--- config.mk ---
export PLATFORM = sky130hd
export DESIGN_NAME = scs_clock_select
export DESIGN_NICKNAME = d
export VERILOG_FILES = /design/src/scs_clock_pkg.sv /design/src/scs_rtc_if.sv /design/src/scs_glitchless_mux.sv /design/src/scs_rtc_divider.sv /design/src/scs_clock_select.sv
export VERILOG_INCLUDE_DIRS = /design/src /design/src/src
export SDC_FILE = /design/constraint.sdc
export NUM_CORES = 1
export LEC_CHECK = 0
export BUFFER_PORTS_ARGS = -buffer_cell sky130_fd_sc_hd__buf_4
export CAP_MARGIN = 20
export CORE_MARGIN = 2
export CORE_UTILIZATION = 53
export CTS_BUF_LIST = sky130_fd_sc_hd__clkbuf_16
export CTS_CLUSTER_SIZE = 20
export DETAILED_ROUTE_END_ITERATION = 8
export PLACE_DENSITY = 0.83
export SETUP_SLACK_MARGIN = 0.4
export SYNTH_ARGS = -nofsm -noshare
export SYNTH_HDL_FRONTEND = slang
export SYNTH_SLANG_ARGS = --single-unit
--- constraint.sdc ---
create_clock -name mclk -period 1.8 [get_ports mclk]
set_input_delay 0 -clock mclk [delete_from_list [all_inputs] [get_ports mclk]]
set_output_delay 0 -clock mclk [all_outputs]
set_load 0.01 [all_outputs]
--- src/scs_clock_regs.svh ---
// register addresses, field positions, reset values and fixed constants
`ifndef SCS_CLOCK_REGS_SVH
`define SCS_CLOCK_REGS_SVH

// special function register addresses
`define SCS_ADDR_CLOCK_CONTROL  8'h9A
`define SCS_ADDR_ANALOG_MODE    8'hC5
`define SCS_ADDR_RTC_TRIM       8'h9B
`define SCS_ADDR_STATUS         8'h9C

// reset values
`define SCS_RST_CLOCK_CONTROL   8'h00
`define SCS_RST_ANALOG_MODE     8'h00
`define SCS_RST_RTC_TRIM        8'hA5

// clock control fields
`define SCS_CKC_EMG_BIT         7
`define SCS_CKC_RTC_MODE_BIT    6
`define SCS_CKC_DSP_HI          5
`define SCS_CKC_DSP_LO          4
`define SCS_CKC_MICRO_HI        3
`define SCS_CKC_MICRO_LO        2
`define SCS_CKC_FRAME_HI        1
`define SCS_CKC_FRAME_LO        0

// analog mode fields
`define SCS_SYM_DIV_HI          7
`define SCS_SYM_DIV_LO          6
`define SCS_SYM_PLL_BIT         5

// fixed upper comparator bits q27..q19
`define SCS_CMP_FIXED_358       9'h199
`define SCS_CMP_FIXED_3456      9'h18B

// second periodic event: frames per event
`define SCS_TIME_EVENT_FRAMES   8000

`endif

--- src/scs_clock_pkg.sv ---
// types shared by the clock select block
package scs_clock_pkg;
    typedef logic [7:0] scs_byte_t;
    typedef enum logic [1:0] {SCS_MUX_RUN, SCS_MUX_PARK} scs_mux_state_e;
endpackage

--- src/scs_rtc_if.sv ---
// link between the clock select top and the real-time-clock divider
`timescale 1ns/1ps
`default_nettype none
interface scs_rtc_if;
    logic       tick;       // one pulse per emergency clock rising edge
    logic       mode_358;   // 1: 3.58 MHz comparator
    logic [7:0] trim;       // comparator bits q18..q11
    logic       minute;     // one-cycle minute event
    modport div (input tick, input mode_358, input trim, output minute);
    modport ctl (output tick, output mode_358, output trim, input minute);
endinterface
`default_nettype wire

--- src/scs_glitchless_mux.sv ---
// glitch-free clock source selector, modelled on sampled clock levels
`timescale 1ns/1ps
`default_nettype none
module scs_glitchless_mux #(
    parameter int N = 4
) (
    // clock and reset
    input  wire logic                 mclk,
    input  wire logic                 rstn,
    // sources and selection
    input  wire logic [N-1:0]         src,
    input  wire logic [$clog2(N)-1:0] sel_req,
    // selected clock and switch status
    output logic                      clk_out,
    output logic                      busy
);
    import scs_clock_pkg::*;

    generate
        if (N < 2)
        begin : g_chk
            $error("scs_glitchless_mux needs at least two sources");
        end
    endgenerate

    scs_mux_state_e           state_reg;   // run or parked low
    logic [$clog2(N)-1:0]     cur_reg;     // source now driving

    // switch only while old source is low, resume only while new is low
    always_ff @(posedge mclk or negedge rstn)
    begin
        if (!rstn)
        begin
            state_reg <= SCS_MUX_RUN;
            cur_reg   <= '0;
            clk_out   <= 1'b0;
        end
        else
        begin
            unique case (state_reg)
                SCS_MUX_RUN:
                begin
                    // a change while high would cut the pulse short
                    if (sel_req != cur_reg && !src[cur_reg])
                    begin
                        state_reg <= SCS_MUX_PARK;
                        cur_reg   <= sel_req;
                        clk_out   <= 1'b0;
                    end
                    else
                        clk_out <= src[cur_reg];
                end
                SCS_MUX_PARK:
                begin
                    // hold low until new source is low, no runt high
                    clk_out <= 1'b0;
                    if (sel_req != cur_reg)
                        cur_reg <= sel_req;
                    else if (!src[cur_reg])
                        state_reg <= SCS_MUX_RUN;
                end
            endcase
        end
    end

    assign busy = (state_reg != SCS_MUX_RUN) || (sel_req != cur_reg);
endmodule
`default_nettype wire

--- src/scs_rtc_divider.sv ---
// real-time-clock divider: 28-bit counter with trimmed comparator
`timescale 1ns/1ps
`default_nettype none
`include "scs_clock_regs.svh"
module scs_rtc_divider #(
    parameter int CNT_W = 28,
    parameter int CMP_W = 17
) (
    // clock and reset
    input  wire logic mclk,
    input  wire logic rstn,
    // link to the top
    scs_rtc_if.div    rtc
);
    import scs_clock_pkg::*;

    generate
        if (CNT_W != 28 || CMP_W != 17)
        begin : g_chk
            $error("scs_rtc_divider supports only 28/17 bit layout");
        end
    endgenerate

    logic [CNT_W-1:0] count_reg;   // emergency clock periods
    logic [CMP_W-1:0] compare;     // q27..q11
    logic             match;

    // fixed top bits per crystal, trim fills q18..q11
    assign compare = rtc.mode_358 ? {`SCS_CMP_FIXED_358, rtc.trim}
                                  : {`SCS_CMP_FIXED_3456, rtc.trim};
    // low 11 bits not compared, taken as zero
    assign match = (count_reg[CNT_W-1 -: CMP_W] == compare);

    // count emergency clock edges, restart on match
    always_ff @(posedge mclk or negedge rstn)
    begin
        if (!rstn)
            count_reg <= '0;
        else if (rtc.tick)
        begin
            if (match)
                count_reg <= '0;
            else
                count_reg <= count_reg + 1'b1;
        end
    end

    // one-cycle minute pulse on the matching edge
    always_ff @(posedge mclk or negedge rstn)
    begin
        if (!rstn)
            rtc.minute <= 1'b0;
        else
            rtc.minute <= rtc.tick && match;
    end
endmodule
`default_nettype wire

--- src/scs_clock_select.sv ---
// system clock selection, frame timing events and real-time clock
`timescale 1ns/1ps
`default_nettype none
`include "scs_clock_regs.svh"

module scs_clock_select #(
    parameter int TIME_FRAMES = `SCS_TIME_EVENT_FRAMES
) (
    // clock and reset
    input  wire logic                    mclk,
    input  wire logic                    rstn,
    // special function register port
    input  wire logic [7:0]              sfr_addr,
    input  wire scs_clock_pkg::scs_byte_t sfr_wdata,
    input  wire logic                    sfr_wr,
    input  wire logic                    sfr_rd,
    output scs_clock_pkg::scs_byte_t     sfr_rdata,
    // clock sources
    input  wire logic                    emergency_clock,
    input  wire logic                    tap_1m,
    input  wire logic                    tap_7m,
    input  wire logic                    tap_14m,
    input  wire logic                    tap_21m,
    input  wire logic                    tap_28m,
    input  wire logic                    tap_42m,
    input  wire logic                    codec_clock_freq_corrected,
    input  wire logic                    codec_clock_phase_corrected,
    // frame timing and power state
    input  wire logic                    codec_frame_strobe,
    input  wire logic                    power_down,
    input  wire logic                    system_off,
    // selected clocks
    output logic                         micro_clock,
    output logic                         dsp_clock,
    output logic                         codec_clock,
    // analog controls
    output logic                         pll_enable,
    output logic [2:0]                   input_div_ratio,
    // interrupt events
    output logic                         frame_rate_event,
    output logic                         time_event,
    output logic                         rtc_minute_event,
    output logic                         rtc_wake
);
    import scs_clock_pkg::*;

    localparam int TW = $clog2(TIME_FRAMES);

    generate
        if (TIME_FRAMES < 2)
        begin : g_chk
            $error("TIME_FRAMES must be at least two");
        end
    endgenerate

    // register file
    scs_byte_t clock_control_reg;        // emergency, rtc, dsp, micro, frame select
    scs_byte_t analog_system_mode_reg;   // division select and pll enable
    scs_byte_t rtc_compare_trim;         // comparator trim byte

    // decoded controls
    logic       not_emergency;           // clock control bit 7 set
    logic       rtc_mode_358;            // clock control bit 6
    logic [1:0] dsp_code;
    logic [1:0] micro_code;
    logic [1:0] frame_code;
    logic       pll_on;

    // mux selections and status
    logic [2:0] micro_sel;
    logic [2:0] dsp_sel;
    logic [1:0] codec_sel;
    logic       micro_busy;
    logic       dsp_busy;
    logic       codec_busy;

    // frame event counters
    logic [3:0]    frame_cnt_reg;        // strobes since reset, wrapping at 16
    logic [3:0]    frame_mask;           // wrap mask per rate
    logic [TW-1:0] time_cnt_reg;         // frames since last time event

    // rtc link
    logic     emg_prev_reg;              // last emergency clock level
    scs_rtc_if rtc_link ();

    // register writes
    always_ff @(posedge mclk or negedge rstn)
    begin
        if (!rstn)
        begin
            clock_control_reg      <= `SCS_RST_CLOCK_CONTROL;
            analog_system_mode_reg <= `SCS_RST_ANALOG_MODE;
            rtc_compare_trim       <= `SCS_RST_RTC_TRIM;
        end
        else if (sfr_wr)
        begin
            unique case (sfr_addr)
                `SCS_ADDR_CLOCK_CONTROL: clock_control_reg      <= sfr_wdata;
                `SCS_ADDR_ANALOG_MODE:   analog_system_mode_reg <= sfr_wdata;
                `SCS_ADDR_RTC_TRIM:      rtc_compare_trim       <= sfr_wdata;
                default:
                begin
                    // other addresses belong to other blocks
                end
            endcase
        end
    end

    // registered read data; unmapped addresses read zero
    always_ff @(posedge mclk or negedge rstn)
    begin
        if (!rstn)
            sfr_rdata <= 8'h00;
        else if (sfr_rd)
        begin
            unique case (sfr_addr)
                `SCS_ADDR_CLOCK_CONTROL: sfr_rdata <= clock_control_reg;
                `SCS_ADDR_ANALOG_MODE:   sfr_rdata <= analog_system_mode_reg;
                `SCS_ADDR_RTC_TRIM:      sfr_rdata <= rtc_compare_trim;
                // live switch status so software can wait for a settled clock
                `SCS_ADDR_STATUS:
                    sfr_rdata <= {5'h00, codec_busy, dsp_busy, micro_busy};
                default:                 sfr_rdata <= 8'h00;
            endcase
        end
    end

    // field decode
    assign not_emergency = clock_control_reg[`SCS_CKC_EMG_BIT];
    assign rtc_mode_358  = clock_control_reg[`SCS_CKC_RTC_MODE_BIT];
    assign dsp_code      = clock_control_reg[`SCS_CKC_DSP_HI:`SCS_CKC_DSP_LO];
    assign micro_code    = clock_control_reg[`SCS_CKC_MICRO_HI:`SCS_CKC_MICRO_LO];
    assign frame_code    = clock_control_reg[`SCS_CKC_FRAME_HI:`SCS_CKC_FRAME_LO];
    assign pll_on        = analog_system_mode_reg[`SCS_SYM_PLL_BIT];

    // analog control outputs from registers
    always_ff @(posedge mclk or negedge rstn)
    begin
        if (!rstn)
        begin
            pll_enable      <= 1'b0;
            input_div_ratio <= 3'h1;
        end
        else
        begin
            pll_enable <= pll_on;
            // code 00 is straight through for both standard crystals
            unique case (analog_system_mode_reg[`SCS_SYM_DIV_HI:`SCS_SYM_DIV_LO])
                2'b00:   input_div_ratio <= 3'h1;
                2'b01:   input_div_ratio <= 3'h2;
                2'b10:   input_div_ratio <= 3'h4;
                default: input_div_ratio <= 3'h1;
            endcase
        end
    end

    // micro source: 0 emg, 1..4 taps, 5 none
    always_comb
    begin
        if (!not_emergency)
            micro_sel = 3'h0;
        else if (!pll_on)
            micro_sel = 3'h5; // software must avoid this
        else
            micro_sel = {1'b0, micro_code} + 3'h1;
    end

    // dsp source: 0 emg, 1..4 taps, 5 none
    always_comb
    begin
        if (!not_emergency)
            dsp_sel = 3'h0;
        else if (!pll_on)
            dsp_sel = 3'h5; // no clock active
        else
            dsp_sel = {1'b0, dsp_code} + 3'h1;
    end

    // codec source: 0 emg, 1 freq corrected, 2 phase corrected
    always_comb
    begin
        if (!not_emergency)
            codec_sel = 2'h0; // phase corrected never offered here
        else if (rtc_mode_358)
            codec_sel = 2'h1;
        else
            codec_sel = 2'h2;
    end

    // micro clock net; emergency path works before the pll is up
    scs_glitchless_mux #(.N(6)) u_micro_mux (
        .mclk    (mclk),
        .rstn    (rstn),
        .src     ({1'b0, tap_21m, tap_14m, tap_7m, tap_1m, emergency_clock}),
        .sel_req (micro_sel),
        .clk_out (micro_clock),
        .busy    (micro_busy)
    );

    // dsp clock net; note 42 MHz tap is code 10, 28 MHz is code 11
    scs_glitchless_mux #(.N(6)) u_dsp_mux (
        .mclk    (mclk),
        .rstn    (rstn),
        .src     ({1'b0, tap_28m, tap_42m, tap_7m, tap_1m, emergency_clock}),
        .sel_req (dsp_sel),
        .clk_out (dsp_clock),
        .busy    (dsp_busy)
    );

    // codec clock net; spare input three is held low
    scs_glitchless_mux #(.N(4)) u_codec_mux (
        .mclk    (mclk),
        .rstn    (rstn),
        .src     ({1'b0, codec_clock_phase_corrected,
                   codec_clock_freq_corrected, emergency_clock}),
        .sel_req (codec_sel),
        .clk_out (codec_clock),
        .busy    (codec_busy)
    );

    // wrap mask per rate code
    always_comb
    begin
        unique case (frame_code)
            2'b00: frame_mask = 4'hF; // every 16 frames
            2'b01: frame_mask = 4'h7; // every 8 frames
            2'b10: frame_mask = 4'h3; // every 4 frames
            2'b11: frame_mask = 4'h0; // every frame
        endcase
    end

    // frame counter advances only on the frame strobe
    always_ff @(posedge mclk or negedge rstn)
    begin
        if (!rstn)
            frame_cnt_reg <= 4'h0;
        else if (codec_frame_strobe)
            frame_cnt_reg <= frame_cnt_reg + 4'h1;
    end

    // frame event pulse, one clock, aligned to the strobe
    always_ff @(posedge mclk or negedge rstn)
    begin
        if (!rstn)
            frame_rate_event <= 1'b0;
        else
            frame_rate_event <= codec_frame_strobe
                                && ((frame_cnt_reg & frame_mask) == frame_mask);
    end

    // second periodic event counts frames too
    always_ff @(posedge mclk or negedge rstn)
    begin
        if (!rstn)
            time_cnt_reg <= '0;
        else if (codec_frame_strobe)
        begin
            if (time_cnt_reg == TW'(TIME_FRAMES - 1))
                time_cnt_reg <= '0;
            else
                time_cnt_reg <= time_cnt_reg + 1'b1;
        end
    end

    // time event pulse on the wrapping strobe
    always_ff @(posedge mclk or negedge rstn)
    begin
        if (!rstn)
            time_event <= 1'b0;
        else
            time_event <= codec_frame_strobe
                          && (time_cnt_reg == TW'(TIME_FRAMES - 1));
    end

    // emergency clock edge detect; independent of pll state
    always_ff @(posedge mclk or negedge rstn)
    begin
        if (!rstn)
            emg_prev_reg <= 1'b0;
        else
            emg_prev_reg <= emergency_clock;
    end

    // tick marks each emergency clock rising edge
    assign rtc_link.tick     = emergency_clock && !emg_prev_reg;
    assign rtc_link.mode_358 = rtc_mode_358;
    assign rtc_link.trim     = rtc_compare_trim;

    // minute divider
    scs_rtc_divider #(.CNT_W(28), .CMP_W(17)) u_rtc (
        .mclk (mclk),
        .rstn (rstn),
        .rtc  (rtc_link.div)
    );

    // interrupt line for the minute event
    always_ff @(posedge mclk or negedge rstn)
    begin
        if (!rstn)
            rtc_minute_event <= 1'b0;
        else
            rtc_minute_event <= rtc_link.minute;
    end

    // wake only from power-down; system-off kills the oscillator anyway
    always_ff @(posedge mclk or negedge rstn)
    begin
        if (!rstn)
            rtc_wake <= 1'b0;
        else
            rtc_wake <= rtc_link.minute && power_down && !system_off;
    end
endmodule
`default_nettype wire

==> report_table.html, run 1 <==
<table>
<tr><th>Metric</th><th>Value</th></tr>
<tr><th colspan="2">Timing</th></tr>
<tr><td>Setup ws final</td><td>-66.5 ps</td></tr>
<tr><td>Number of max-slew violations in the final report</td><td>0</td></tr>
<tr><td>Relative slew slack</td><td>0.637</td></tr>
<tr><td>Highest achievable clock rate</td><td>536 MHz</td></tr>
<tr><td>Unrepaired setup endpoints after global routing</td><td>yes</td></tr>
<tr><td>Fin crit period</td><td>1870 ps</td></tr>
<tr><td>Final Hold Vio Count</td><td>0</td></tr>
<tr><td>Share of the clock period used by the worst path after layout</td><td>1.04</td></tr>
<tr><td>Setup TNS after final layout</td><td>-121 ps</td></tr>
<tr><td>Fin Clk Skew</td><td>7.28 ps</td></tr>
<tr><td>Final number of setup-violating endpoints</td><td>3</td></tr>
<tr><td>Slew at the pin closest to its max-slew limit</td><td>541 ps</td></tr>
<tr><th colspan="2">Setup path</th></tr>
<tr><td>Highest-delay cell along the critical path</td><td>sky130_fd_sc_hd__dfrtp_1</td></tr>
<tr><td>Startpoint class of the critical path</td><td>register</td></tr>
<tr><td>Critical path arrival</td><td>2090 ps</td></tr>
<tr><td>Critical Path Sink Type</td><td>register</td></tr>
<tr><td>Launch point of the worst path</td><td>clock_control_reg[4]$_DFFE_PN0P_</td></tr>
<tr><td>Worst setup path class</td><td>reg2reg</td></tr>
<tr><td>Launching point of the worst reg2reg path</td><td>clock_control_reg[4]$_DFFE_PN0P_</td></tr>
<tr><td>R2R Setup Slk</td><td>-70 ps</td></tr>
<tr><td>Maximum net fanout on the critical path</td><td>4</td></tr>
<tr><td>Worst stage delay on the critical path</td><td>410 ps</td></tr>
<tr><td>Capture point of the critical path</td><td>u_dsp_mux.cur_reg[0]$_DFFE_PN0P_</td></tr>
<tr><td>Worst-path cell chain</td><td>ha_4 &gt; and3_4 &gt; nand4b_1 &gt; a32o_2 &gt; nor2b_4 &gt; mux2_4</td></tr>
<tr><td>R2R Path End</td><td>u_dsp_mux.cur_reg[0]$_DFFE_PN0P_</td></tr>
<tr><td>Crit path required time</td><td>2030 ps</td></tr>
<tr><td>Depth of the most critical reg-to-reg path</td><td>6</td></tr>
<tr><th colspan="2">Detailed routing</th></tr>
<tr><td>Number of nets with antenna violations after detailed routing</td><td>0</td></tr>
<tr><td>Total wirelength of the detailed-routed design</td><td>14500 um</td></tr>
<tr><td>Via density</td><td>5.93</td></tr>
<tr><td>First-pass iteration count of the detailed router</td><td>5</td></tr>
<tr><td>First-iteration detailed-routing DRC count</td><td>259</td></tr>
<tr><td>DRC violations left</td><td>0</td></tr>
<tr><td>Via count</td><td>4294</td></tr>
<tr><td>Average detailed-routed wire length per instance</td><td>20.1 um</td></tr>
<tr><th colspan="2">Clock network</th></tr>
<tr><td>Buffer depth of the longest clock path</td><td>2</td></tr>
<tr><td>Reg clk slew, reported paths</td><td>60 ps</td></tr>
<tr><td>H-Tree Level Count</td><td>3</td></tr>
<tr><td>CTS Sinks</td><td>101</td></tr>
<tr><td>Root Driver</td><td>sky130_fd_sc_hd__clkbuf_16</td></tr>
<tr><td>Number of buffers added by the clock tree synthesis step</td><td>9</td></tr>
<tr><td>TritonCTS clock tree</td><td>yes</td></tr>
<tr><td>Clock latency on the worst-skew pair</td><td>340 ps</td></tr>
<tr><th colspan="2">Power and ir drop</th></tr>
<tr><td>Cell-internal power</td><td>4.42 mW</td></tr>
<tr><td>Sw power</td><td>1.71 mW</td></tr>
<tr><td>Worst ir drop on vdd</td><td>0.738 mV</td></tr>
<tr><td>Clk network pwr share</td><td>0.333</td></tr>
<tr><td>Switching power as a share of total power</td><td>0.278</td></tr>
<tr><td>Portion of total power attributed to combinational logic</td><td>0.210</td></tr>
<tr><td>Flop pwr share</td><td>0.457</td></tr>
<tr><td>Leakage</td><td>3.25 nW</td></tr>
<tr><td>Power density of the placed cells</td><td>855 nW/um^2</td></tr>
<tr><th colspan="2">Status</th></tr>
<tr><td>Status</td><td>complete, but fails checks</td></tr>
<tr><td>Violated checks</td><td>negative setup slack</td></tr>
<tr><th colspan="2">Placement</th></tr>
<tr><td>Weighted congestion reported at the end of routability-driven placement</td><td>0.859</td></tr>
<tr><td>Post-placement setup slack</td><td>-69.3 ps</td></tr>
<tr><td>Input/output buffers</td><td>50</td></tr>
<tr><td>Total half-perimeter wirelength after legalization and detailed placement</td><td>7800 um</td></tr>
<tr><th colspan="2">Global routing</th></tr>
<tr><td>Total global-route track usage</td><td>0.263</td></tr>
<tr><td>Number of global-route vias before repair</td><td>4351</td></tr>
<tr><td>Wire length of the first global-routing pass</td><td>21200 um</td></tr>
<tr><td>Maximum number of pins on one net before global-route repair</td><td>39</td></tr>
<tr><td>Antenna violations before repair</td><td>0</td></tr>
<tr><td>Gr ovfl total</td><td>0</td></tr>
<tr><th colspan="2">Yosys</th></tr>
<tr><td>Synth async-reset ratio</td><td>1.00</td></tr>
<tr><td>Flip-flop and latch count after synthesis</td><td>101</td></tr>
<tr><td>Post-Syn Area</td><td>5040 sq um</td></tr>
<tr><td>Proportion of synthesized chip area in sequential cells</td><td>0.502</td></tr>
<tr><td>Synthesis Warnings</td><td>0</td></tr>
<tr><td>Mapped Cells</td><td>456</td></tr>
<tr><td>Prevailing post-synth register cell</td><td>sky130_fd_sc_hd__dfrtp_1</td></tr>
<tr><td>Mapped Nets</td><td>495</td></tr>
<tr><td>Synth cell types</td><td>60</td></tr>
<tr><td>Number of synthesized flops with an enable pin</td><td>0</td></tr>
<tr><td>Synthesized area per cell</td><td>11.1 sq um</td></tr>
<tr><th colspan="2">Min path</th></tr>
<tr><td>Path category of the worst min-delay check</td><td>in2reg</td></tr>
<tr><th colspan="2">Run</th></tr>
<tr><td>Max-capacitance violation count</td><td>0</td></tr>
<tr><th colspan="2">Cells and area</th></tr>
<tr><td>Number of flip-flops in the largest register</td><td>28</td></tr>
<tr><td>Final-stage net count</td><td>629</td></tr>
<tr><td>Commonest cells after routing, fill and taps aside</td><td>sky130_fd_sc_hd__buf_4, sky130_fd_sc_hd__dfrtp_1, sky130_fd_sc_hd__xor2_1</td></tr>
<tr><td>Leading cell type in the layout, fill and taps excluded</td><td>sky130_fd_sc_hd__buf_4</td></tr>
<tr><td>Antenna diode count</td><td>0</td></tr>
<tr><td>Share of final-layout standard cells stronger than drive strength 1</td><td>0.461</td></tr>
<tr><td>Number of filler instances in the final layout</td><td>505</td></tr>
<tr><td>Final core utilization</td><td>0.776</td></tr>
<tr><td>Signed area change from the synthesized netlist to the final layout</td><td>42.2%</td></tr>
<tr><th colspan="2">Die</th></tr>
<tr><td>Standard-cell row count</td><td>35</td></tr>
<tr><td>Die Width</td><td>102 um</td></tr>
<tr><td>Die Span Y</td><td>102 um</td></tr>
<tr><td>Die Outline Area</td><td>10300 sq um</td></tr>
<tr><td>Starting Density</td><td>0.546</td></tr>
<tr><td>CORE AREA</td><td>9240 sq um</td></tr>
<tr><td>Number of primary I/O pins</td><td>51</td></tr>
</table>
==> Yosys cell counts, drive strengths merged (6+ instances only) <==
cell type,count,share of area
dfrtp,96,0.48
nor2,52,0.040
nand2,36,0.029
xor2,34,0.059
mux2,31,0.075
nand3,18,0.018
nand4,16,0.020
inv,12,0.0089
xnor2,12,0.021
o21ai,11,0.011
a21oi,10,0.011
and3,10,0.012
buf,9,0.0089
a31oi,8,0.0099
nor3,8,0.015
a22oi,7,0.010
and4,7,0.012
ha,7,0.017
nor2b,7,0.0087
clkbuf,6,0.0045
nand2b,6,0.0074
==> per-layer routing <==
metal,track usage,vias up,routed length [um],share of wire
met4,0.109,0,564,0.039
met1,0.319,2144,5650,0.39
met2,0.447,199,7460,0.51
met3,0.0656,59,854,0.059
li1,-,1892,-,-
met5,0,-,0,0
==> cell type report <==
class	count	area [sq um]	share of cell area
inverters	12	45.0	0.00628
flip-flops and latches	101	2550	0.355
clock inverters	7	82.6	0.0115
multi-input cells	328	2930	0.409
repair buffers	138	1180	0.165
clock buffers	9	225	0.0314
well taps	129	161	0.0225
==> power by group through the flow <==
| stage | combinational [mW] | sequential, mW | clock (mW) |
|---|---|---|---|
| after floorplan | 0.526 | 2.75 | 0 |
| after global placement | 0.773 | 2.78 | 0 |
| after detailed placement | 0.818 | 2.79 | 0 |
| after CTS | 1.01 | 2.75 | 2.05 |
| after global routing | 1.40 | 2.83 | 2.14 |
| final | 1.29 | 2.80 | 2.04 |
==> critical path, delay by kind of cell (launching register included) <==
| kind | cells | cell delay, ps |
|---|---|---|
| AO/OA/AOI/OAI | 1 | 310 |
| flip-flops | 1 | 410 |
| adder cells (fa/ha/maj) | 1 | 300 |
| AND/OR/NAND/NOR | 3 | 440 |
| multiplexers | 1 | 290 |
==> how the worst min path moves through the flow <==
stage | start | endpoint | cells after the start
finish | sfr_addr[0] | sfr_rdata[7]$_DFFE_PN0P_ | 4
global route | sfr_addr[0] | sfr_rdata[7]$_DFFE_PN0P_ | 4
CTS | sfr_addr[0] | sfr_rdata[7]$_DFFE_PN0P_ | 4
detailed placement | rstn | u_micro_mux.cur_reg[2]$_DFFE_PN0P_ | 1
global placement | rstn | u_micro_mux.state_reg[0]$_DFFE_PN0P_ | 1
floorplan | rstn | analog_system_mode_reg[0]$_DFFE_PN0P_ | 0
==> stage by stage <==
| stage | cell area [sq um] | hold WS, ps | power (mW) | instances |
|---|---|---|---|---|
| floorplan | 5130 | -296 | 3.28 | 456 |
| global placement | 5760 | -0.250 | 3.55 | 641 |
| detailed placement | 5760 | -0.206 | 3.61 | 641 |
| CTS | 6630 | 0.138 | 5.80 | 695 |
| global route | 7170 | 43.2 | 6.37 | 724 |
| finish | 7170 | 2.45 | 6.13 | 724 |
==> repair_timing <==
action                                 4_1_cts  5_1_grt
setup buffers                               21       28
cloned                                       2        1
hold buffers                                15        0
gates resized for setup                     67       83
setup endpoints to repair                   50       54
endpoints found under the hold margin       68        0
pin swaps                                   27       40
==> kinds of logic (layout without fill, tap and decap cells) <==
kind of cell / Yosys count / after routing / share of synthesized area
xor+xnor: 46 / 46 / 0.0799
compound gates: 57 / 57 / 0.0786
mux: 38 / 38 / 0.0965
simple gates: 180 / 180 / 0.203
buf+inv: 27 / 166 / 0.0223
fa+ha+maj: 7 / 7 / 0.0174
flops: 101 / 101 / 0.502
No activity file was read; power rests on OpenSTA's default activity.
==> inputs of run 2 (changes only) <==
Settings changed: GPL_TIMING_DRIVEN set to 0.
==> run 2 against run 1 <==
The flow still finishes with violations (negative setup slack). Clock-buffer cell count is the same. Die area unchanged. Hold slack better by 30 ps. Sequential power about the same. Global-route usage is 1.2 points higher. Sequential share of layout area rose by 0.23 points. Critical endpoint is now sfr_rdata[1]$_DFFE_PN0P_.
==> report_table.html, run 2 (synthesized netlist as in run 1, its figures left out) <==
<table>
<tr><th>Metric</th><th>Value</th></tr>
<tr><th colspan="2">Global routing</th></tr>
<tr><td>Antenna violations before repair</td><td>0 (unchanged)</td></tr>
<tr><td>Total global-route track usage</td><td>0.274 (was 0.263)</td></tr>
<tr><td>Gr ovfl total</td><td>0 (unchanged)</td></tr>
<tr><td>Maximum number of pins on one net before global-route repair</td><td>53 (was 39)</td></tr>
<tr><td>Number of global-route vias before repair</td><td>4382 (was 4351)</td></tr>
<tr><td>Wire length of the first global-routing pass</td><td>21700 um (was 21200 um)</td></tr>
<tr><th colspan="2">Setup path</th></tr>
<tr><td>Worst stage delay on the critical path</td><td>430 ps (was 410 ps)</td></tr>
<tr><td>Worst setup path class</td><td>reg2reg (unchanged)</td></tr>
<tr><td>Critical Path Sink Type</td><td>register (unchanged)</td></tr>
<tr><td>Maximum net fanout on the critical path</td><td>4 (unchanged)</td></tr>
<tr><td>Startpoint class of the critical path</td><td>register (unchanged)</td></tr>
<tr><td>Critical path arrival</td><td>2180 ps (was 2090 ps)</td></tr>
<tr><td>Crit path required time</td><td>2020 ps (was 2030 ps)</td></tr>
<tr><td>Worst-path cell chain</td><td>ha_4 &gt; and3_4 &gt; o2111ai_2 &gt; a32o_2 &gt; nor4b_1 &gt; nor2_1 (was ha_4 &gt; and3_4 &gt; nand4b_1 &gt; a32o_2 &gt; nor2b_4 &gt; mux2_4)</td></tr>
<tr><td>Highest-delay cell along the critical path</td><td>sky130_fd_sc_hd__dfrtp_2 (was sky130_fd_sc_hd__dfrtp_1)</td></tr>
<tr><th colspan="2">Die</th></tr>
<tr><td>Number of primary I/O pins</td><td>51 (unchanged)</td></tr>
<tr><td>Die Width</td><td>102 um (unchanged)</td></tr>
<tr><td>Die Span Y</td><td>102 um (unchanged)</td></tr>
<tr><td>Die Outline Area</td><td>10300 sq um (unchanged)</td></tr>
<tr><td>CORE AREA</td><td>9240 sq um (unchanged)</td></tr>
<tr><td>Standard-cell row count</td><td>35 (unchanged)</td></tr>
<tr><td>Starting Density</td><td>0.546 (unchanged)</td></tr>
<tr><th colspan="2">Power and ir drop</th></tr>
<tr><td>Switching power as a share of total power</td><td>0.281 (was 0.278)</td></tr>
<tr><td>Portion of total power attributed to combinational logic</td><td>0.200 (was 0.210)</td></tr>
<tr><td>Cell-internal power</td><td>4.38 mW (was 4.42 mW)</td></tr>
<tr><td>PnR Total Power</td><td>6.09 mW (was 6.13 mW)</td></tr>
<tr><td>Power density of the placed cells</td><td>855 nW/um^2 (about the same)</td></tr>
<tr><td>Leakage</td><td>3.25 nW (about the same)</td></tr>
<tr><td>Flop pwr share</td><td>0.457 (about the same)</td></tr>
<tr><td>Clk network pwr share</td><td>0.343 (was 0.333)</td></tr>
<tr><td>Worst ir drop on vdd</td><td>0.698 mV (was 0.738 mV)</td></tr>
<tr><td>Sw power</td><td>1.71 mW (about the same)</td></tr>
<tr><th colspan="2">Placement</th></tr>
<tr><td>Post-DP Area</td><td>5700 sq um (was 5760 sq um)</td></tr>
<tr><td>Total half-perimeter wirelength after legalization and detailed placement</td><td>7630 um (was 7800 um)</td></tr>
<tr><td>Cell count after placement</td><td>636 (was 641)</td></tr>
<tr><td>Weighted congestion reported at the end of routability-driven placement</td><td>0.894 (was 0.859)</td></tr>
<tr><td>Input/output buffers</td><td>50 (unchanged)</td></tr>
<tr><th colspan="2">Clock network</th></tr>
<tr><td>Buffer depth of the longest clock path</td><td>2 (unchanged)</td></tr>
<tr><td>TritonCTS clock tree</td><td>yes (unchanged)</td></tr>
<tr><td>Number of buffers added by the clock tree synthesis step</td><td>9 (unchanged)</td></tr>
<tr><td>Reg clk slew, reported paths</td><td>70 ps (was 60 ps)</td></tr>
<tr><td>H-Tree Level Count</td><td>3 (unchanged)</td></tr>
<tr><td>Clock latency on the worst-skew pair</td><td>350 ps (was 340 ps)</td></tr>
<tr><td>CTS Sinks</td><td>101 (unchanged)</td></tr>
<tr><td>Root Driver</td><td>sky130_fd_sc_hd__clkbuf_16 (unchanged)</td></tr>
<tr><th colspan="2">Detailed routing</th></tr>
<tr><td>DRC violations left</td><td>0 (unchanged)</td></tr>
<tr><td>Via count</td><td>4341 (was 4294)</td></tr>
<tr><td>Via density</td><td>6.03 (was 5.93)</td></tr>
<tr><td>Total wirelength of the detailed-routed design</td><td>14600 um (was 14500 um)</td></tr>
<tr><td>Number of nets with antenna violations after detailed routing</td><td>0 (unchanged)</td></tr>
<tr><td>First-iteration detailed-routing DRC count</td><td>320 (was 259)</td></tr>
<tr><td>First-pass iteration count of the detailed router</td><td>5 (unchanged)</td></tr>
<tr><td>Average detailed-routed wire length per instance</td><td>20.3 um (was 20.1 um)</td></tr>
<tr><th colspan="2">Timing</th></tr>
<tr><td>Number of max-slew violations in the final report</td><td>0 (unchanged)</td></tr>
<tr><td>Fin crit period</td><td>1950 ps (was 1870 ps)</td></tr>
<tr><td>Setup TNS after final layout</td><td>-291 ps (was -121 ps)</td></tr>
<tr><td>Setup ws final</td><td>-154 ps (was -66.5 ps)</td></tr>
<tr><td>Final Hold Vio Count</td><td>0 (unchanged)</td></tr>
<tr><td>Final number of setup-violating endpoints</td><td>8 (was 3)</td></tr>
<tr><td>Relative slew slack</td><td>0.518 (was 0.637)</td></tr>
<tr><td>Fin Clk Skew</td><td>9.18 ps (was 7.28 ps)</td></tr>
<tr><td>Unrepaired setup endpoints after global routing</td><td>yes (unchanged)</td></tr>
<tr><td>Highest achievable clock rate</td><td>512 MHz (was 536 MHz)</td></tr>
<tr><td>Share of the clock period used by the worst path after layout</td><td>1.09 (was 1.04)</td></tr>
<tr><td>Slew at the pin closest to its max-slew limit</td><td>718 ps (was 541 ps)</td></tr>
<tr><th colspan="2">Cells and area</th></tr>
<tr><td>Number of flip-flops in the largest register</td><td>28 (unchanged)</td></tr>
<tr><td>Number of filler instances in the final layout</td><td>511 (was 505)</td></tr>
<tr><td>Share of final-layout standard cells stronger than drive strength 1</td><td>0.455 (was 0.461)</td></tr>
<tr><td>Leading cell type in the layout, fill and taps excluded</td><td>sky130_fd_sc_hd__buf_4 (unchanged)</td></tr>
<tr><td>Fin area</td><td>7120 sq um (was 7170 sq um)</td></tr>
<tr><td>Antenna diode count</td><td>0 (unchanged)</td></tr>
<tr><td>Post-Layout Cell Count</td><td>720 (was 724)</td></tr>
<tr><td>Commonest cells after routing, fill and taps aside</td><td>sky130_fd_sc_hd__buf_4, sky130_fd_sc_hd__dfrtp_1, sky130_fd_sc_hd__xor2_1 (unchanged)</td></tr>
<tr><td>Signed area change from the synthesized netlist to the final layout</td><td>41.1% (was 42.2%)</td></tr>
<tr><td>Final-stage net count</td><td>625 (was 629)</td></tr>
<tr><th colspan="2">Min path</th></tr>
<tr><td>Path category of the worst min-delay check</td><td>in2reg (unchanged)</td></tr>
<tr><th colspan="2">Status</th></tr>
<tr><td>Status</td><td>complete, but fails checks (unchanged)</td></tr>
<tr><td>Violated checks</td><td>negative setup slack (unchanged)</td></tr>
<tr><th colspan="2">Run</th></tr>
<tr><td>Max-capacitance violation count</td><td>0 (unchanged)</td></tr>
</table>
==> run 2: cell types whose count changed in the layout (fill, tap and decap cells not counted), moves of 3 or more <==
cell | before | now
sky130_fd_sc_hd__buf_4 | 101 | 96
sky130_fd_sc_hd__clkinv_1 | 3 | 0
sky130_fd_sc_hd__mux2_2 | 6 | 10
sky130_fd_sc_hd__mux2_4 | 14 | 10
sky130_fd_sc_hd__nor2_1 | 26 | 21
sky130_fd_sc_hd__nor2_2 | 17 | 22
==> run 2: layout make-up <==
type                    instances  area, sq um  area share
plain buffers                  15          151      0.0213
clock buffers                   9          225      0.0316
clock inverters                 7         90.1      0.0127
inverters                      12         45.0     0.00633
multi-input cells             328         2880       0.405
flip-flops and latches        101         2540       0.357
well taps                     129          161      0.0227
repair buffers                119         1020       0.143
==> run 2: worst paths after layout <==
kind / from / to / slack, ps / cells after the start
worst min-delay path: sfr_addr[0] / sfr_rdata[6]$_DFFE_PN0P_ / 30 / 4
min in group asynchronous: rstn / time_cnt_reg[0]$_DFFE_PN0P_ / 210 / 2
worst max-delay path: clock_control_reg[4]$_DFFE_PN0P_ / sfr_rdata[1]$_DFFE_PN0P_ / -150 / 6
worst min register to register: u_rtc.rtc.minute$_DFF_PN0_ / rtc_minute_event$_DFF_PN0_ / 380 / 0
worst max register to register: clock_control_reg[4]$_DFFE_PN0P_ / sfr_rdata[1]$_DFFE_PN0P_ / -150 / 6
max in group asynchronous: rstn / input_div_ratio[0]$_DFF_PN1_ / 860 / 3
==> run 2: what timing repair did <==
item	4_1_cts	5_1_grt
endpoints found under the hold margin	76	0
resized for setup	101	45
setup buffers	33	17
pin swaps	30	29
cloned	4	0
setup endpoints to repair	53	62
hold buffers	14	0
==> run 2: worst max-delay path: cells and delay by family (launching register included) <==
kind | cells | cell delay [ps]
AND/OR/NAND/NOR | 3 | 660
flip-flops | 1 | 430
AO/OA/AOI/OAI | 2 | 430
adder cells (fa/ha/maj) | 1 | 290
==> run 2: routing by layer <==
metal | vias up | GRT usage | part of all wire
met5 | - | 0 | 0
met4 | 0 | 0.105 | 0.028
met3 | 41 | 0.0635 | 0.069
met2 | 202 | 0.474 | 0.53
met1 | 2203 | 0.334 | 0.37
li1 | 1895 | - | -
==> run 2: power groups by stage <==
stage	clock network (mW)	registers (mW)	logic [mW]
6_report	2.09	2.78	1.22
5_1_grt	2.21	2.81	1.32
4_1_cts	2.08	2.75	1.06
3_5_place_dp	0	2.79	0.811
3_3_place_gp	0	2.77	0.755
2_1_floorplan	0	2.75	0.526
==> run 2: per-stage QoR <==
step | setup slack, ps | util | hold WS (ps)
after floorplan | 3.46 | - | -296
after global placement | -96.8 | 0.614 | 151
after detailed placement | -133 | 0.617 | 70.7
after CTS | -33.5 | 0.739 | 22.5
after global routing | -180 | 0.771 | 49.4
final | -154 | 0.771 | 32.9
==> inputs of run 3 (changes only) <==
Settings changed: TNS_END_PERCENT set to 30.
==> run 3 against run 2 <==
The run still ends with negative setup slack left. Clock power shrank 8%. Setup slack better by 35 ps. Register-to-register slack improved by 30 ps. First-iteration DRC count is 36% lower. Via count down 8.9%. Clock-buffer cell count is the same. Hold slack better by 0.93 ps. Critical path type unchanged. Critical endpoint unchanged. Largest cell class unchanged. Largest power group unchanged.
==> report_table.html, run 3 (synthesized netlist as in run 1, its figures left out) <==
<table>
<tr><th>Metric</th><th>Value</th></tr>
<tr><th colspan="2">Power and ir drop</th></tr>
<tr><td>Switching power as a share of total power</td><td>0.282 (was 0.281)</td></tr>
<tr><td>Power density of the placed cells</td><td>873 nW/um^2 (was 855 nW/um^2)</td></tr>
<tr><td>Cell-internal power</td><td>4.11 mW (was 4.38 mW)</td></tr>
<tr><td>PnR Total Power</td><td>5.73 mW (was 6.09 mW)</td></tr>
<tr><td>Clk network pwr share</td><td>0.338 (was 0.343)</td></tr>
<tr><td>Leakage</td><td>2.98 nW (was 3.25 nW)</td></tr>
<tr><td>Sw power</td><td>1.62 mW (was 1.71 mW)</td></tr>
<tr><td>Worst ir drop on vdd</td><td>0.750 mV (was 0.698 mV)</td></tr>
<tr><td>Portion of total power attributed to combinational logic</td><td>0.175 (was 0.200)</td></tr>
<tr><td>Flop pwr share</td><td>0.487 (was 0.457)</td></tr>
<tr><th colspan="2">Timing</th></tr>
<tr><td>Unrepaired setup endpoints after global routing</td><td>yes (unchanged)</td></tr>
<tr><td>Final number of setup-violating endpoints</td><td>28 (was 8)</td></tr>
<tr><td>Relative slew slack</td><td>0.423 (was 0.518)</td></tr>
<tr><td>Slew at the pin closest to its max-slew limit</td><td>859 ps (was 718 ps)</td></tr>
<tr><td>Final Hold Vio Count</td><td>0 (unchanged)</td></tr>
<tr><td>Setup ws final</td><td>-119 ps (was -154 ps)</td></tr>
<tr><td>Share of the clock period used by the worst path after layout</td><td>1.07 (was 1.09)</td></tr>
<tr><td>Fin Clk Skew</td><td>4.21 ps (was 9.18 ps)</td></tr>
<tr><td>Highest achievable clock rate</td><td>521 MHz (was 512 MHz)</td></tr>
<tr><td>Worst hold slack after final layout</td><td>33.8 ps (was 32.9 ps)</td></tr>
<tr><td>Number of max-slew violations in the final report</td><td>0 (unchanged)</td></tr>
<tr><td>Fin crit period</td><td>1920 ps (was 1950 ps)</td></tr>
<tr><th colspan="2">Clock network</th></tr>
<tr><td>Clock latency on the worst-skew pair</td><td>350 ps (about the same)</td></tr>
<tr><td>Reg clk slew, reported paths</td><td>70 ps (about the same)</td></tr>
<tr><td>CTS Sinks</td><td>101 (unchanged)</td></tr>
<tr><td>H-Tree Level Count</td><td>3 (unchanged)</td></tr>
<tr><td>Root Driver</td><td>sky130_fd_sc_hd__clkbuf_16 (unchanged)</td></tr>
<tr><td>Buffer depth of the longest clock path</td><td>2 (unchanged)</td></tr>
<tr><td>TritonCTS clock tree</td><td>yes (unchanged)</td></tr>
<tr><td>Number of buffers added by the clock tree synthesis step</td><td>9 (unchanged)</td></tr>
<tr><th colspan="2">Detailed routing</th></tr>
<tr><td>Average detailed-routed wire length per instance</td><td>18.2 um (was 20.3 um)</td></tr>
<tr><td>Via density</td><td>5.77 (was 6.03)</td></tr>
<tr><td>Number of nets with antenna violations after detailed routing</td><td>0 (unchanged)</td></tr>
<tr><td>Total wirelength of the detailed-routed design</td><td>12500 um (was 14600 um)</td></tr>
<tr><td>DRC violations left</td><td>0 (unchanged)</td></tr>
<tr><td>Via count</td><td>3955 (was 4341)</td></tr>
<tr><td>First-iteration detailed-routing DRC count</td><td>206 (was 320)</td></tr>
<tr><td>First-pass iteration count of the detailed router</td><td>5 (unchanged)</td></tr>
<tr><th colspan="2">Cells and area</th></tr>
<tr><td>Leading cell type in the layout, fill and taps excluded</td><td>sky130_fd_sc_hd__dfrtp_1 (was sky130_fd_sc_hd__buf_4)</td></tr>
<tr><td>Number of filler instances in the final layout</td><td>585 (was 511)</td></tr>
<tr><td>Final-stage net count</td><td>590 (was 625)</td></tr>
<tr><td>Commonest cells after routing, fill and taps aside</td><td>sky130_fd_sc_hd__dfrtp_1, sky130_fd_sc_hd__buf_4, sky130_fd_sc_hd__nor2_1 (was sky130_fd_sc_hd__buf_4, sky130_fd_sc_hd__dfrtp_1, sky130_fd_sc_hd__xor2_1)</td></tr>
<tr><td>Number of flip-flops in the largest register</td><td>28 (unchanged)</td></tr>
<tr><td>Signed area change from the synthesized netlist to the final layout</td><td>30.2% (was 41.1%)</td></tr>
<tr><td>Share of final-layout standard cells stronger than drive strength 1</td><td>0.356 (was 0.455)</td></tr>
<tr><td>Antenna diode count</td><td>0 (unchanged)</td></tr>
<tr><td>Post-Layout Cell Count</td><td>685 (was 720)</td></tr>
<tr><th colspan="2">Setup path</th></tr>
<tr><td>Critical Path Sink Type</td><td>register (unchanged)</td></tr>
<tr><td>Startpoint class of the critical path</td><td>register (unchanged)</td></tr>
<tr><td>Worst-path cell chain</td><td>ha_4 &gt; o211ai_1 &gt; nand3b_1 &gt; a32o_2 &gt; buf_4 &gt; nor4b_2 &gt; nor2_1 (was ha_4 &gt; and3_4 &gt; o2111ai_2 &gt; a32o_2 &gt; nor4b_1 &gt; nor2_1)</td></tr>
<tr><td>Worst stage delay on the critical path</td><td>420 ps (was 430 ps)</td></tr>
<tr><td>Critical path arrival</td><td>2150 ps (was 2180 ps)</td></tr>
<tr><td>Worst setup path class</td><td>reg2reg (unchanged)</td></tr>
<tr><td>Highest-delay cell along the critical path</td><td>sky130_fd_sc_hd__dfrtp_1 (was sky130_fd_sc_hd__dfrtp_2)</td></tr>
<tr><td>Maximum net fanout on the critical path</td><td>4 (unchanged)</td></tr>
<tr><td>Crit path required time</td><td>2040 ps (was 2020 ps)</td></tr>
<tr><th colspan="2">Run</th></tr>
<tr><td>Max-capacitance violation count</td><td>0 (unchanged)</td></tr>
<tr><th colspan="2">Global routing</th></tr>
<tr><td>Wire length of the first global-routing pass</td><td>19500 um (was 21700 um)</td></tr>
<tr><td>Total global-route track usage</td><td>0.241 (was 0.274)</td></tr>
<tr><td>Number of global-route vias before repair</td><td>4070 (was 4382)</td></tr>
<tr><td>Antenna violations before repair</td><td>0 (unchanged)</td></tr>
<tr><td>Maximum number of pins on one net before global-route repair</td><td>75 (was 53)</td></tr>
<tr><td>Gr ovfl total</td><td>0 (unchanged)</td></tr>
<tr><th colspan="2">Status</th></tr>
<tr><td>Status</td><td>complete, but fails checks (unchanged)</td></tr>
<tr><td>Violated checks</td><td>negative setup slack (unchanged)</td></tr>
<tr><th colspan="2">Die</th></tr>
<tr><td>Starting Density</td><td>0.546 (unchanged)</td></tr>
<tr><td>CORE AREA</td><td>9240 sq um (unchanged)</td></tr>
<tr><td>Standard-cell row count</td><td>35 (unchanged)</td></tr>
<tr><td>Die Span Y</td><td>102 um (unchanged)</td></tr>
<tr><td>Die Width</td><td>102 um (unchanged)</td></tr>
<tr><td>Number of primary I/O pins</td><td>51 (unchanged)</td></tr>
<tr><td>Die Outline Area</td><td>10300 sq um (unchanged)</td></tr>
<tr><th colspan="2">Placement</th></tr>
<tr><td>Total half-perimeter wirelength after legalization and detailed placement</td><td>7290 um (was 7630 um)</td></tr>
<tr><td>Input/output buffers</td><td>50 (unchanged)</td></tr>
<tr><td>Weighted congestion reported at the end of routability-driven placement</td><td>0.844 (was 0.894)</td></tr>
<tr><td>Cell count after placement</td><td>636 (unchanged)</td></tr>
<tr><th colspan="2">Min path</th></tr>
<tr><td>Path category of the worst min-delay check</td><td>in2reg (unchanged)</td></tr>
</table>
-- run 3: changes by cell type in the layout (fill, tap and decap cells not counted), moves of 3 or more --
cell / delta
sky130_fd_sc_hd__nor2_1: +20
sky130_fd_sc_hd__buf_6: -5
sky130_fd_sc_hd__nand2_1: +3
sky130_fd_sc_hd__o21ai_2: -3
sky130_fd_sc_hd__nor2_2: -14
sky130_fd_sc_hd__clkbuf_2: +3
sky130_fd_sc_hd__nand2_2: -3
sky130_fd_sc_hd__buf_4: -29
sky130_fd_sc_hd__nor2_4: -6
-- run 3: worst max-delay path, delay by kind of cell, from the launching register on --
family                   cells  cell delay (ps)
AO/OA/AOI/OAI                2              560
adder cells (fa/ha/maj)      1              270
buffers and inverters        1              140
flip-flops                   1              420
AND/OR/NAND/NOR              3              440
-- run 3: worst paths after layout --
check	startpoint	end	slack, ps	depth (start not counted)
min in group asynchronous	rstn	sfr_rdata[1]$_DFFE_PN0P_	110	2
max	clock_control_reg[5]$_DFFE_PN0P_	sfr_rdata[1]$_DFFE_PN0P_	-120	7
max in group asynchronous	rstn	rtc_compare_trim[2]$_DFFE_PN1P_	980	3
min reg2reg	u_rtc.rtc.minute$_DFF_PN0_	rtc_minute_event$_DFF_PN0_	380	0
min	sfr_addr[0]	sfr_rdata[7]$_DFFE_PN0P_	30	4
max reg2reg	clock_control_reg[5]$_DFFE_PN0P_	sfr_rdata[1]$_DFFE_PN0P_	-120	7
-- run 3: cell type report --
type,count,area (sq um),area share
Inverter,12,45.0,0.00686
Clock inverter,7,67.6,0.0103
Tap cell,129,161,0.0246
Buffer,15,120,0.0183
Clock buffer,9,225,0.0343
Timing Repair Buffer,84,704,0.107
Sequential cell,101,2540,0.388
Multi-Input combinational cell,328,2700,0.411
-- run 3: power groups by stage --
stage               registers (mW)  clock network [mW]  logic, mW
CTS                           2.77                1.94      0.902
detailed placement            2.79                   0      0.803
floorplan                     2.75                   0      0.513
global placement              2.77                   0      0.747
finish                        2.79                1.93       1.00
global route                  2.82                2.04       1.10
-- run 3: layer usage --
metal | wire length [um] | share of wire | vias up | GRT usage
li1 | - | - | 1821 | -
met1 | 5450 | 0.44 | 1975 | 0.323
met2 | 6230 | 0.50 | 139 | 0.397
met3 | 557 | 0.045 | 20 | 0.0297
met4 | 234 | 0.019 | 0 | 0.105
met5 | 0 | 0 | - | 0
-- run 3: stage by stage --
stage          instance area, sq um  setup slack (ps)  TNS [ps]   util
6_report                       6570              -119     -2430  0.711
5_1_grt                        6570              -191     -3830  0.711
4_1_cts                        6360             -59.3      -145  0.689
3_5_place_dp                   5650              -319     -5290  0.612
3_3_place_gp                   5620              -273     -4060  0.609
2_1_floorplan                  5090              3.42         0      -
-- run 3: what timing repair did --
action | CTS | global route
hold buffers | 14 | 0
cloned | 2 | 0
hold endpoints to repair | 56 | 0
pin swaps | 47 | 24
buffers inserted | 8 | 9
endpoints found under the setup margin | 52 | 63
gates resized for setup | 62 | 34
